===== src/rtl/vicb_defines.vh =====
/*
 * Offsets, field positions, reset values and timing for the virtual
 * interrupt control block field loader. Included by rtl/vicb_fields.v.
 */
`ifndef VICB_DEFINES_VH
`define VICB_DEFINES_VH

// Register byte offsets (64-bit registers low word at offset, high at +4; CMD, STATUS, TPRW, PAW are single words)
`define VICB_OFF_VIC_LO      8'h60
`define VICB_OFF_VIC_HI      8'h64
`define VICB_OFF_BAR_LO      8'h98
`define VICB_OFF_BAR_HI      8'h9c
`define VICB_OFF_BPP_LO      8'he0
`define VICB_OFF_BPP_HI      8'he4
`define VICB_OFF_LTP_LO      8'hf0
`define VICB_OFF_LTP_HI      8'hf4
`define VICB_OFF_PTP_LO      8'hf8
`define VICB_OFF_PTP_HI      8'hfc
`define VICB_OFF_CMD         8'h00
`define VICB_OFF_STATUS      8'h04
`define VICB_OFF_TPRW        8'h08
`define VICB_OFF_PAW         8'h0c

// Control word fields
`define VICB_TPR_LSB         0
`define VICB_TPR_MSB         3
`define VICB_IRQ_BIT         8
`define VICB_PRIO_LSB        16
`define VICB_PRIO_MSB        19
`define VICB_IGN_BIT         20
`define VICB_MASK_BIT        24
`define VICB_EN_BIT          31
`define VICB_VEC_LSB         32
`define VICB_VEC_MSB         39

// Pointer fields
`define VICB_PTR_LSB         12
`define VICB_PTR_MSB         51
`define VICB_IDX_LSB         0
`define VICB_IDX_MSB         7

// Writable masks of each register (reserved bits stay zero)
`define VICB_VIC_MASK        64'h0000_00ff_811f_010f
`define VICB_PTR_MASK        64'h000f_ffff_ffff_f000
`define VICB_PTP_MASK        64'h000f_ffff_ffff_f0ff

// Command bits
`define VICB_CMD_ENTRY       0
`define VICB_CMD_EXIT        1

// Reset values
`define VICB_RST_REG         64'h0000_0000_0000_0000
`define VICB_RST_PAW         6'h34

// Cycles from entry command to load/exit decision
`define VICB_CHECK_CYCLES    2

`endif


===== src/rtl/vicb_fields.v =====
/*
 * Guest control block fields for accelerated virtual interrupt delivery,
 * one virtual processor. Holds the control word and four pointer fields,
 * checks pointers at guest entry, writes state back at guest exit.
 * Assumes a single-cycle register port master on ref_clk and synchronous
 * guest events (task priority writes, entry/exit commands) on the same clock.
 */
// The strobed register port was left to the implementer.
`default_nettype none
`include "vicb_defines.vh"

module vicb_fields #(
   parameter MAX_PA_BITS = 52
) (
   // Clock and reset
   input  wire        ref_clk,
   input  wire        rst,
   // Register port
   input  wire [7:0]  reg_addr,
   input  wire [31:0] reg_wdata,
   input  wire        reg_wr,
   input  wire        reg_rd,
   output reg  [31:0] reg_rdata,
   // Guest events from the core
   input  wire        guest_tpr_wr,
   input  wire [7:0]  guest_tpr_data,
   input  wire        guest_pending_now,
   // Decoded fields in force for the running guest
   output reg         guest_running,
   output reg         entry_done,
   output reg         entry_fault,
   output reg         accel_irq_enable,
   output reg  [3:0]  virtual_task_priority,
   output reg         virtual_irq_pending,
   output reg  [3:0]  virtual_irq_priority,
   output reg         ignore_priority_threshold,
   output reg         virtual_irq_masking,
   output reg  [7:0]  virtual_irq_vector,
   output reg         deliver_allowed,
   output reg  [7:0]  physical_id_last_index
);

   localparam ST_IDLE  = 2'h0;
   localparam ST_CHECK = 2'h1;
   localparam ST_RUN   = 2'h2;

   // Ceiling for the software-set implemented address width
   localparam [5:0] PA_MAX = MAX_PA_BITS[5:0];

   reg [63:0] vic_q;
   reg [63:0] bar_q;
   reg [63:0] bpp_q;
   reg [63:0] ltp_q;
   reg [63:0] ptp_q;
   reg [5:0]  paw_q;
   reg [1:0]  state_q;
   reg [1:0]  cnt_q;
   reg        fault_seen_q;

   // Merge a 32-bit half-write into a 64-bit field under its writable mask
   function [63:0] merge;
      input [63:0] old;
      input [31:0] data;
      input        hi;
      input [63:0] mask;
      reg   [63:0] nv;
      begin
         nv = hi ? {data, old[31:0]} : {old[63:32], data};
         merge = nv & mask;
      end
   endfunction

   // True when a pointer has address bits at or above the implemented width
   function out_of_range;
      input [63:0] ptr;
      input [5:0]  width;
      reg   [63:0] lim;
      begin
         lim = 64'h1 << width;
         out_of_range = (ptr[`VICB_PTR_MSB:`VICB_PTR_LSB] >= lim[63:12]);
      end
   endfunction

   wire start = reg_wr && (reg_addr == `VICB_OFF_CMD) && reg_wdata[`VICB_CMD_ENTRY];
   wire leave = reg_wr && (reg_addr == `VICB_OFF_CMD) && reg_wdata[`VICB_CMD_EXIT];
   wire any_bad = out_of_range(bar_q, paw_q) | out_of_range(bpp_q, paw_q) |
                  out_of_range(ltp_q, paw_q) | out_of_range(ptp_q, paw_q);
   wire [3:0] tpr_cur = vic_q[`VICB_TPR_MSB:`VICB_TPR_LSB];

   always @(posedge ref_clk) begin
      if (rst) begin
         vic_q        <= `VICB_RST_REG;
         bar_q        <= `VICB_RST_REG;
         bpp_q        <= `VICB_RST_REG;
         ltp_q        <= `VICB_RST_REG;
         ptp_q        <= `VICB_RST_REG;
         paw_q        <= `VICB_RST_PAW;
         state_q      <= ST_IDLE;
         cnt_q        <= 2'h0;
         fault_seen_q <= 1'b0;
         guest_running <= 1'b0;
         entry_done   <= 1'b0;
         entry_fault  <= 1'b0;
         accel_irq_enable <= 1'b0;
         virtual_task_priority <= 4'h0;
         virtual_irq_pending <= 1'b0;
         virtual_irq_priority <= 4'h0;
         ignore_priority_threshold <= 1'b0;
         virtual_irq_masking <= 1'b0;
         virtual_irq_vector <= 8'h00;
         deliver_allowed <= 1'b0;
         physical_id_last_index <= 8'h00;
      end else begin
         entry_done  <= 1'b0;
         entry_fault <= 1'b0;
         // Software edits the block only while no guest runs on it
         if (reg_wr && state_q == ST_IDLE) begin
            case (reg_addr)
               `VICB_OFF_VIC_LO: vic_q <= merge(vic_q, reg_wdata, 1'b0, `VICB_VIC_MASK);
               `VICB_OFF_VIC_HI: vic_q <= merge(vic_q, reg_wdata, 1'b1, `VICB_VIC_MASK);
               `VICB_OFF_BAR_LO: bar_q <= merge(bar_q, reg_wdata, 1'b0, `VICB_PTR_MASK);
               `VICB_OFF_BAR_HI: bar_q <= merge(bar_q, reg_wdata, 1'b1, `VICB_PTR_MASK);
               `VICB_OFF_BPP_LO: bpp_q <= merge(bpp_q, reg_wdata, 1'b0, `VICB_PTR_MASK);
               `VICB_OFF_BPP_HI: bpp_q <= merge(bpp_q, reg_wdata, 1'b1, `VICB_PTR_MASK);
               `VICB_OFF_LTP_LO: ltp_q <= merge(ltp_q, reg_wdata, 1'b0, `VICB_PTR_MASK);
               `VICB_OFF_LTP_HI: ltp_q <= merge(ltp_q, reg_wdata, 1'b1, `VICB_PTR_MASK);
               `VICB_OFF_PTP_LO: ptp_q <= merge(ptp_q, reg_wdata, 1'b0, `VICB_PTP_MASK);
               `VICB_OFF_PTP_HI: ptp_q <= merge(ptp_q, reg_wdata, 1'b1, `VICB_PTP_MASK);
               // Below 13 bits not even the first page above zero would be legal
               `VICB_OFF_PAW: paw_q <= (reg_wdata[5:0] > PA_MAX) ? PA_MAX :
                                        ((reg_wdata[5:0] < 6'h0d) ? 6'h0d : reg_wdata[5:0]);
               default: ;
            endcase
         end
         case (state_q)
            ST_IDLE: begin
               if (start) begin
                  state_q      <= ST_CHECK;
                  cnt_q        <= 2'h0;
                  fault_seen_q <= 1'b0;
               end
            end
            ST_CHECK: begin
               fault_seen_q <= fault_seen_q | any_bad;
               if (cnt_q == `VICB_CHECK_CYCLES - 1) begin
                  entry_done <= 1'b1;
                  if (fault_seen_q | any_bad) begin
                     // Failed entry is an immediate exit; nothing is loaded
                     entry_fault <= 1'b1;
                     state_q     <= ST_IDLE;
                  end else begin
                     state_q <= ST_RUN;
                     guest_running <= 1'b1;
                     accel_irq_enable <= vic_q[`VICB_EN_BIT];
                     virtual_task_priority <= tpr_cur;
                     virtual_irq_masking <= vic_q[`VICB_MASK_BIT];
                     physical_id_last_index <= ptp_q[`VICB_IDX_MSB:`VICB_IDX_LSB];
                     if (vic_q[`VICB_EN_BIT]) begin
                        // Injection fields are disabled under acceleration
                        virtual_irq_pending <= 1'b0;
                        virtual_irq_priority <= 4'h0;
                        ignore_priority_threshold <= 1'b0;
                        virtual_irq_vector <= 8'h00;
                        deliver_allowed <= 1'b0;
                     end else begin
                        virtual_irq_pending <= vic_q[`VICB_IRQ_BIT];
                        virtual_irq_priority <= vic_q[`VICB_PRIO_MSB:`VICB_PRIO_LSB];
                        ignore_priority_threshold <= vic_q[`VICB_IGN_BIT];
                        virtual_irq_vector <= vic_q[`VICB_VEC_MSB:`VICB_VEC_LSB];
                        deliver_allowed <= vic_q[`VICB_IRQ_BIT] &&
                           (vic_q[`VICB_IGN_BIT] ||
                            vic_q[`VICB_PRIO_MSB:`VICB_PRIO_LSB] > tpr_cur);
                     end
                  end
               end else begin
                  cnt_q <= cnt_q + 2'h1;
               end
            end
            ST_RUN: begin
               if (guest_tpr_wr) begin
                  virtual_task_priority <= guest_tpr_data[7:4];
                  deliver_allowed <= virtual_irq_pending &&
                     (ignore_priority_threshold || virtual_irq_priority > guest_tpr_data[7:4]);
               end
               if (leave) begin
                  state_q <= ST_IDLE;
                  guest_running <= 1'b0;
                  deliver_allowed <= 1'b0;
                  vic_q[`VICB_TPR_MSB:`VICB_TPR_LSB] <=
                     guest_tpr_wr ? guest_tpr_data[7:4] : virtual_task_priority;
                  vic_q[`VICB_IRQ_BIT] <= guest_pending_now;
               end
            end
            default: state_q <= ST_IDLE;
         endcase
      end
   end

   // Read data one cycle after the strobe; unmapped addresses read zero
   always @(posedge ref_clk) begin
      if (rst) begin
         reg_rdata <= 32'h0000_0000;
      end else if (reg_rd) begin
         case (reg_addr)
            `VICB_OFF_VIC_LO: reg_rdata <= vic_q[31:0];
            `VICB_OFF_VIC_HI: reg_rdata <= vic_q[63:32];
            `VICB_OFF_BAR_LO: reg_rdata <= bar_q[31:0];
            `VICB_OFF_BAR_HI: reg_rdata <= bar_q[63:32];
            `VICB_OFF_BPP_LO: reg_rdata <= bpp_q[31:0];
            `VICB_OFF_BPP_HI: reg_rdata <= bpp_q[63:32];
            `VICB_OFF_LTP_LO: reg_rdata <= ltp_q[31:0];
            `VICB_OFF_LTP_HI: reg_rdata <= ltp_q[63:32];
            `VICB_OFF_PTP_LO: reg_rdata <= ptp_q[31:0];
            `VICB_OFF_PTP_HI: reg_rdata <= ptp_q[63:32];
            `VICB_OFF_STATUS: reg_rdata <= {28'h0000000, fault_seen_q, state_q, guest_running};
            `VICB_OFF_PAW:    reg_rdata <= {26'h0, paw_q};
            default:          reg_rdata <= 32'h0000_0000;
         endcase
      end else begin
         reg_rdata <= 32'h0000_0000;
      end
   end

endmodule // vicb_fields
`default_nettype wire


===== config.mk =====
export PLATFORM = sky130hd
export DESIGN_NAME = vicb_fields
export DESIGN_NICKNAME = d
export VERILOG_FILES = /design/src/rtl/vicb_fields.v
export VERILOG_INCLUDE_DIRS = /design/src /design/src/rtl
export SDC_FILE = /design/constraint.sdc
export NUM_CORES = 1
export LEC_CHECK = 0
export BUFFER_PORTS_ARGS = -buffer_cell sky130_fd_sc_hd__buf_4
export CORE_ASPECT_RATIO = 1.2
export CORE_MARGIN = 2
export CORE_UTILIZATION = 45
export CTS_CLUSTER_SIZE = 25
export DETAILED_ROUTE_END_ITERATION = 8
export PLACE_DENSITY = 0.67
export SLEW_MARGIN = 10
export SYNTH_ARGS = -nofsm -noshare
export SYNTH_HDL_FRONTEND = slang
export SYNTH_SLANG_ARGS = --single-unit

===== constraint.sdc =====
create_clock -name ref_clk -period 3.19 [get_ports ref_clk]
set_input_delay 0.957 -clock ref_clk [delete_from_list [all_inputs] [get_ports ref_clk]]
set_output_delay 0.957 -clock ref_clk [all_outputs]
set_load 0.1 [all_outputs]

Word-level counts from Yosys, hierarchy flattened. Index checks and enable logic that the tools add are counted.

Flip-flop bits (word level): 395. Logic and storage cells: 168. Input port bits: 54. Output and inout bits: 64.

Shift-type cells: 1. $lt $le $gt $ge: 8. Muxes and demuxes: 43. Add/subtract/negate cells: 1. Equality and inequality tests: 21. Reduce and logical (&&, ||, !) cells: 43. Bitwise gates (word level): 18.

Operator list (number): $pmux W64 S2 (5); $pmux W32 S12 (1); $ge A40 B52 Y1 (4); $eq A8 B8 Y1 const B (8); $shl A1 B6 Y64 const A (1); $reduce_and A3 Y1 (14); $mux W4 (6); $eq A8 B7 Y1 const B (2); $mux W1 (15); $not A1 Y1 (14); $reduce_and A2 Y1 (7); $reduce_bool A2 Y1 (7); $mux W2 (6); $mux W6 (2); $ne A2 B2 Y1 const B (5); $mux W9 (1); $eq A8 B3 Y1 const B (1); $eq A8 B4 Y1 const B (1); $gt A4 B4 Y1 (2); $logic_not A8 Y1 (1); $mux W8 (1); $pmux W4 S2 (1); $reduce_and A4 Y1 (2); $gt A6 B6 Y1 const B (1); other kinds (14) (27).

Longest topological paths before layout.
Word-level depth: 9. Mapped depth: 15. Depth with buffers taken out: 13.

Worst setup path after synthesis. No wires, ideal clock.

Path kind: reg-to-reg. Start: register paw_q[3]. End: register virtual_irq_priority[2]. Library setup time: 0.128 ns. Path buffers: 2. Data arrival time: 3.184 ns. Period minus slack after synthesis: 3.311 ns. Required time: 3.062 ns. Stages on the path, launching flop included: 16. Slack: -0.121 ns. Cells stage by stage: dfxtp_1 -> clkbuf_1 -> nand2_1 -> nor2_1 -> nand2_1 -> ha_1 -> a21o_1 -> a21o_1 -> a221oi_2 -> o211ai_1 -> a2111oi_4 -> o221ai_4 -> nor2_4 -> buf_8 -> mux2i_1 -> nor2_1.

Cells in the longest elaborated chain, start to end: 8. Elaborated cells between the ends (all ways): 11. Classes of those cells: order compare (4); shift (1); bitwise (5); reduce/logical (1).

RTL lines: start: declaration (RTL line vicb_fields.v:55) `reg [5:0] paw_q;`; start signal: assignment (RTL line vicb_fields.v:97) `` paw_q <= `VICB_RST_PAW; ``; start signal: assignment (RTL line vicb_fields.v:130) `` `VICB_OFF_PAW: paw_q <= (reg_wdata[5:0] > PA_MAX) ? PA_MAX : ``; $shl A1 B6 Y64 (*) (RTL line vicb_fields.v:79) `lim = 64'h1 << width;`; $ge A40 B52 Y1 (RTL line vicb_fields.v:80) `` out_of_range = (ptr[`VICB_PTR_MSB:`VICB_PTR_LSB] >= lim[63:12]); ``; $or A1 B1 Y1 (2 in series) (RTL line vicb_fields.v:86) `wire any_bad = out_of_range(bar_q, paw_q) | out_of_range(bpp_q, paw_q) |`; $or A1 B1 Y1 (*) (RTL line vicb_fields.v:87) `out_of_range(ltp_q, paw_q) | out_of_range(ptp_q, paw_q);`; $or A1 B1 Y1 (*) (RTL line vicb_fields.v:147) `if (fault_seen_q | any_bad) begin`; $not A1 Y1 (no source line) (*); $reduce_and A3 Y1 (no source line) (*); end signal: assignment (RTL line vicb_fields.v:167) `` virtual_irq_priority <= vic_q[`VICB_PRIO_MSB:`VICB_PRIO_LSB]; ``; end: declaration (RTL line vicb_fields.v:35) `output reg [3:0] virtual_irq_priority,`.

Every way passes the cells marked *; elsewhere a longest branch is shown, timed or not. A chain may end at the register's enable or synchronous reset.

Final worst setup path.
Start: register paw_q[5]. End: register virtual_irq_priority[0].

The elaborated chain is that of the path after synthesis.

==> results.sh <==
export IMPL_synth_edf_count=0
export IMPL_post_route_util_pct=59.5
export IMPL_nets=2278
export IMPL_power_density_nw_per_um2=369
export IMPL_ys_ff_latch=263
export IMPL_drive_gt1_share_pct=24.5
export IMPL_rsz0062_at_grt="true"
export IMPL_cts_path_max_buffers=3
export IMPL_hold_depth=2
export IMPL_drc_errors=0
export IMPL_ys_seq_area_share_pct=36.2
export IMPL_worst_slew_pin_transition_ns=0.736
export IMPL_finalNonFillerCells=2482
export IMPL_grt_pass1_wl_um=81100
export IMPL_vdd_drop_max_uv=407
export IMPL_start_util_pct=45.3
export IMPL_dp_hpwl_um=38400
export IMPL_die_w_um=168
export IMPL_cts_sinks=263
export IMPL_cts_root_buffer="clkbuf_16"
export IMPL_die_area_um2=33800
export IMPL_cts_hold_buffers=0
export IMPL_finalMaxSlewViolations=0
export IMPL_final_hold_viol_count=0
export IMPL_ys_types=71
export IMPL_synth_top_area_cell="dfxtp_1"
export IMPL_synth_area_um2=14500
export IMPL_clock_power_share_pct=49.0
export IMPL_die_h_um=201
export IMPL_reg2reg_depth=16
export IMPL_place_gp_congestion=0.932
export IMPL_violations="negative setup slack"
export IMPL_grt_max_degree=130
export IMPL_cp_max_fo=8
export IMPL_synthArstFlopShare_pct=0
export IMPL_h_tree_depth=1
export IMPL_overflow=0
export IMPL_synth_area_leaders="dfxtp_1 (36%), ha_1 (15%), nand2_1 (12%), a21oi_1 (9.4%), mux2i_1 (3.1%)"
export IMPL_endpoint_kind="register"
export IMPL_routedWlPerCell_um=21.6
export IMPL_worst_ep_arrival_time_ns=4.20
export IMPL_antenna_left=0
export IMPL_grt_usage_pct=30.7
export IMPL_min_path_type="register to register"
export IMPL_viasPerCell=5.92
export IMPL_cts_tree="yes"
export IMPL_clkSlewWorstSetupHoldPaths_ns=0.07
export IMPL_coreArea_um2=32100
export IMPL_p_comb_share_pct=4.3
export IMPL_hold_ws_ns=0.474
export IMPL_grt_pass1_vias=14300
export IMPL_internal_power_uw=5410
export IMPL_pin_count=118
export IMPL_dpl_cell_count=2394
export IMPL_path_class="register to register"
export IMPL_swShare_pct=23.1
export IMPL_required_ns=3.71
export IMPL_numCtsBuffers=28
export IMPL_io_buffers=113
export IMPL_setup_viol=33
export IMPL_num_antenna_cells=0
export IMPL_ys_warn_count=0
export IMPL_max_freq_mhz=271
export IMPL_slew_headroom_pct=50.9
export IMPL_synth_ff_type="dfxtp_1"
export IMPL_avgSynthCellArea_um2=7.98
export IMPL_wirelength_um=53700
export IMPL_p_switching_uw=1630
export IMPL_dr_pass1_iters=8
export IMPL_syn_to_final_growth_pct=31.2
export IMPL_skew_ns=0.0217
export IMPL_syn_nets=2044
export IMPL_seqPwrFrac_pct=46.7
export IMPL_fin_ws_ns=-0.498
export IMPL_drv_cap=0
export IMPL_syn_inst=1821
export IMPL_run_status="complete, but fails checks"
export IMPL_initialDrtViolationCount=1441
export IMPL_num_vias=14700
export IMPL_period_minus_slack_ns=3.69
export IMPL_fin_crit_sh_pct=116
export IMPL_std_cell_rows=72
export IMPL_cellLeakagePower_uw=0.00766
export IMPL_cp_start_kind="register"
export IMPL_clk_latency_ns=0.57
export IMPL_antenna_found_initial=0
export IMPL_synth_top_cell_area_share_pct=36.2
## layout make-up
cell class	count	area, µm²
Sequential cell	263	5290
Clock buffer	37	774
Fill cell	2814	13000
Clock inverter	13	188
Multi-Input combinational cell	1419	9510
Tap cell	407	509
Inverter	26	97.6
Timing Repair Buffer	317	2710
## synthesized netlist by cell type, drive strengths merged, types with 9 or more instances
library cell,count
nand2,476
a21oi,274
dfxtp,263
ha,169
clkbuf,102
nor2,92
mux2i,45
o21ai,42
nand3,36
nand4,30
inv,25
a22oi,20
a21o,17
a221oi,17
nor2b,17
nor3,17
a222oi,15
nand2b,15
mux2,14
buf,11
a211oi,10
nor4,10
o22ai,9
## logic make-up (layout without fill, tap and decap cells)
family          count (synthesis)  count (layout)  synth area share [%]
fa+ha+maj                     170             170                  14.6
simple gates                  734             734                  22.0
compound gates                456             456                  19.2
mux                            59              59                  4.18
flops                         263             263                  36.2
buf+inv                       139             393                  3.82
## what timing repair did
| item | CTS | global route |
|---|---|---|
| resized for setup | 101 | 78 |
| hold endpoints to repair | 0 | 0 |
| pin swaps | 29 | 29 |
| cloned | 1 | 0 |
| setup endpoints to repair | 33 | 33 |
| setup buffers | 24 | 17 |
## cells in the final DEF, fill, tap and decap left out, types with 20 or more instances in the layout
cell / instances
ha_1: 145
clkbuf_16: 28
a21oi_1: 264
nand2_1: 444
buf_4: 280
o21ai_0: 29
ha_4: 23
nor2_1: 84
nand4_1: 30
dfxtp_1: 257
a22oi_1: 20
inv_1: 25
mux2i_1: 45
nand3_1: 34
## stage by stage
stage | instance area [µm²] | worst slack (ns) | TNS (ns) | power, µW
after global routing | 19100 | -0.593 | -17.16 | 7230
final | 19100 | -0.498 | -13.87 | 7040
after floorplan | 14500 | 0.000829 | 0 | 3500
after global placement | 16900 | -0.429 | -12.38 | 3650
after detailed placement | 16900 | -0.568 | -14.69 | 3650
after CTS | 18500 | -0.358 | -9.94 | 7070
## flip-flops by register name (all words and copies together), names as in the netlist, 6 cells and up
name,cells
ptp_q,48
physical_id_last_index,8
bar_q,40
bpp_q,40
virtual_irq_vector,8
reg_rdata,32
vic_q,20
ltp_q,40
paw_q,6
## path summary, 6_finish.rpt
kind | from | endpoint | slack, ns
worst max-delay path | paw_q[5]$_SDFFE_PP1P_ | virtual_irq_priority[0]$_SDFFE_PP0P_ | -0.50
worst min-delay path | ltp_q[12]$_SDFFE_PP0P_ | ltp_q[12]$_SDFFE_PP0P_ | 0.47
worst max register to register | paw_q[5]$_SDFFE_PP1P_ | virtual_irq_priority[0]$_SDFFE_PP0P_ | -0.50
worst min register to register | ltp_q[12]$_SDFFE_PP0P_ | ltp_q[12]$_SDFFE_PP0P_ | 0.47
## critical path, cell delays in order, from the launching register on
cell and delay [ns]:
dfxtp_4 0.38, nand2b_4 0.20, nor3_4 0.14, buf_6 0.18, nand2_4 0.08, ha_1 0.31
a21oi_1 0.16, o21ai_1 0.08, a221o_1 0.35, a2111o_1 0.49, a21oi_2 0.23, o221ai_4 0.18
buf_4 0.19, buf_6 0.11, buf_4 0.15, o41a_1 0.30, nor2_1 0.08
## layer usage
layer,wire [µm],track usage (%),vias to the layer above
li1,-,-,6920
met1,21100,36.2,7024
met2,25900,54.0,569
met3,3240,3.96,184
met4,3420,16.4,0
met5,0,0,-
## power groups by stage
stage          logic (µW)  registers (µW)  clock network (µW)
2_1_floorplan         143            3360                   0
3_5_place_dp          288            3360                   0
5_1_grt               321            3280                3630
4_1_cts               293            3290                3490
3_3_place_gp          285            3360                   0
6_report              306            3290                3450
Power figures use the tool's default switching activity.
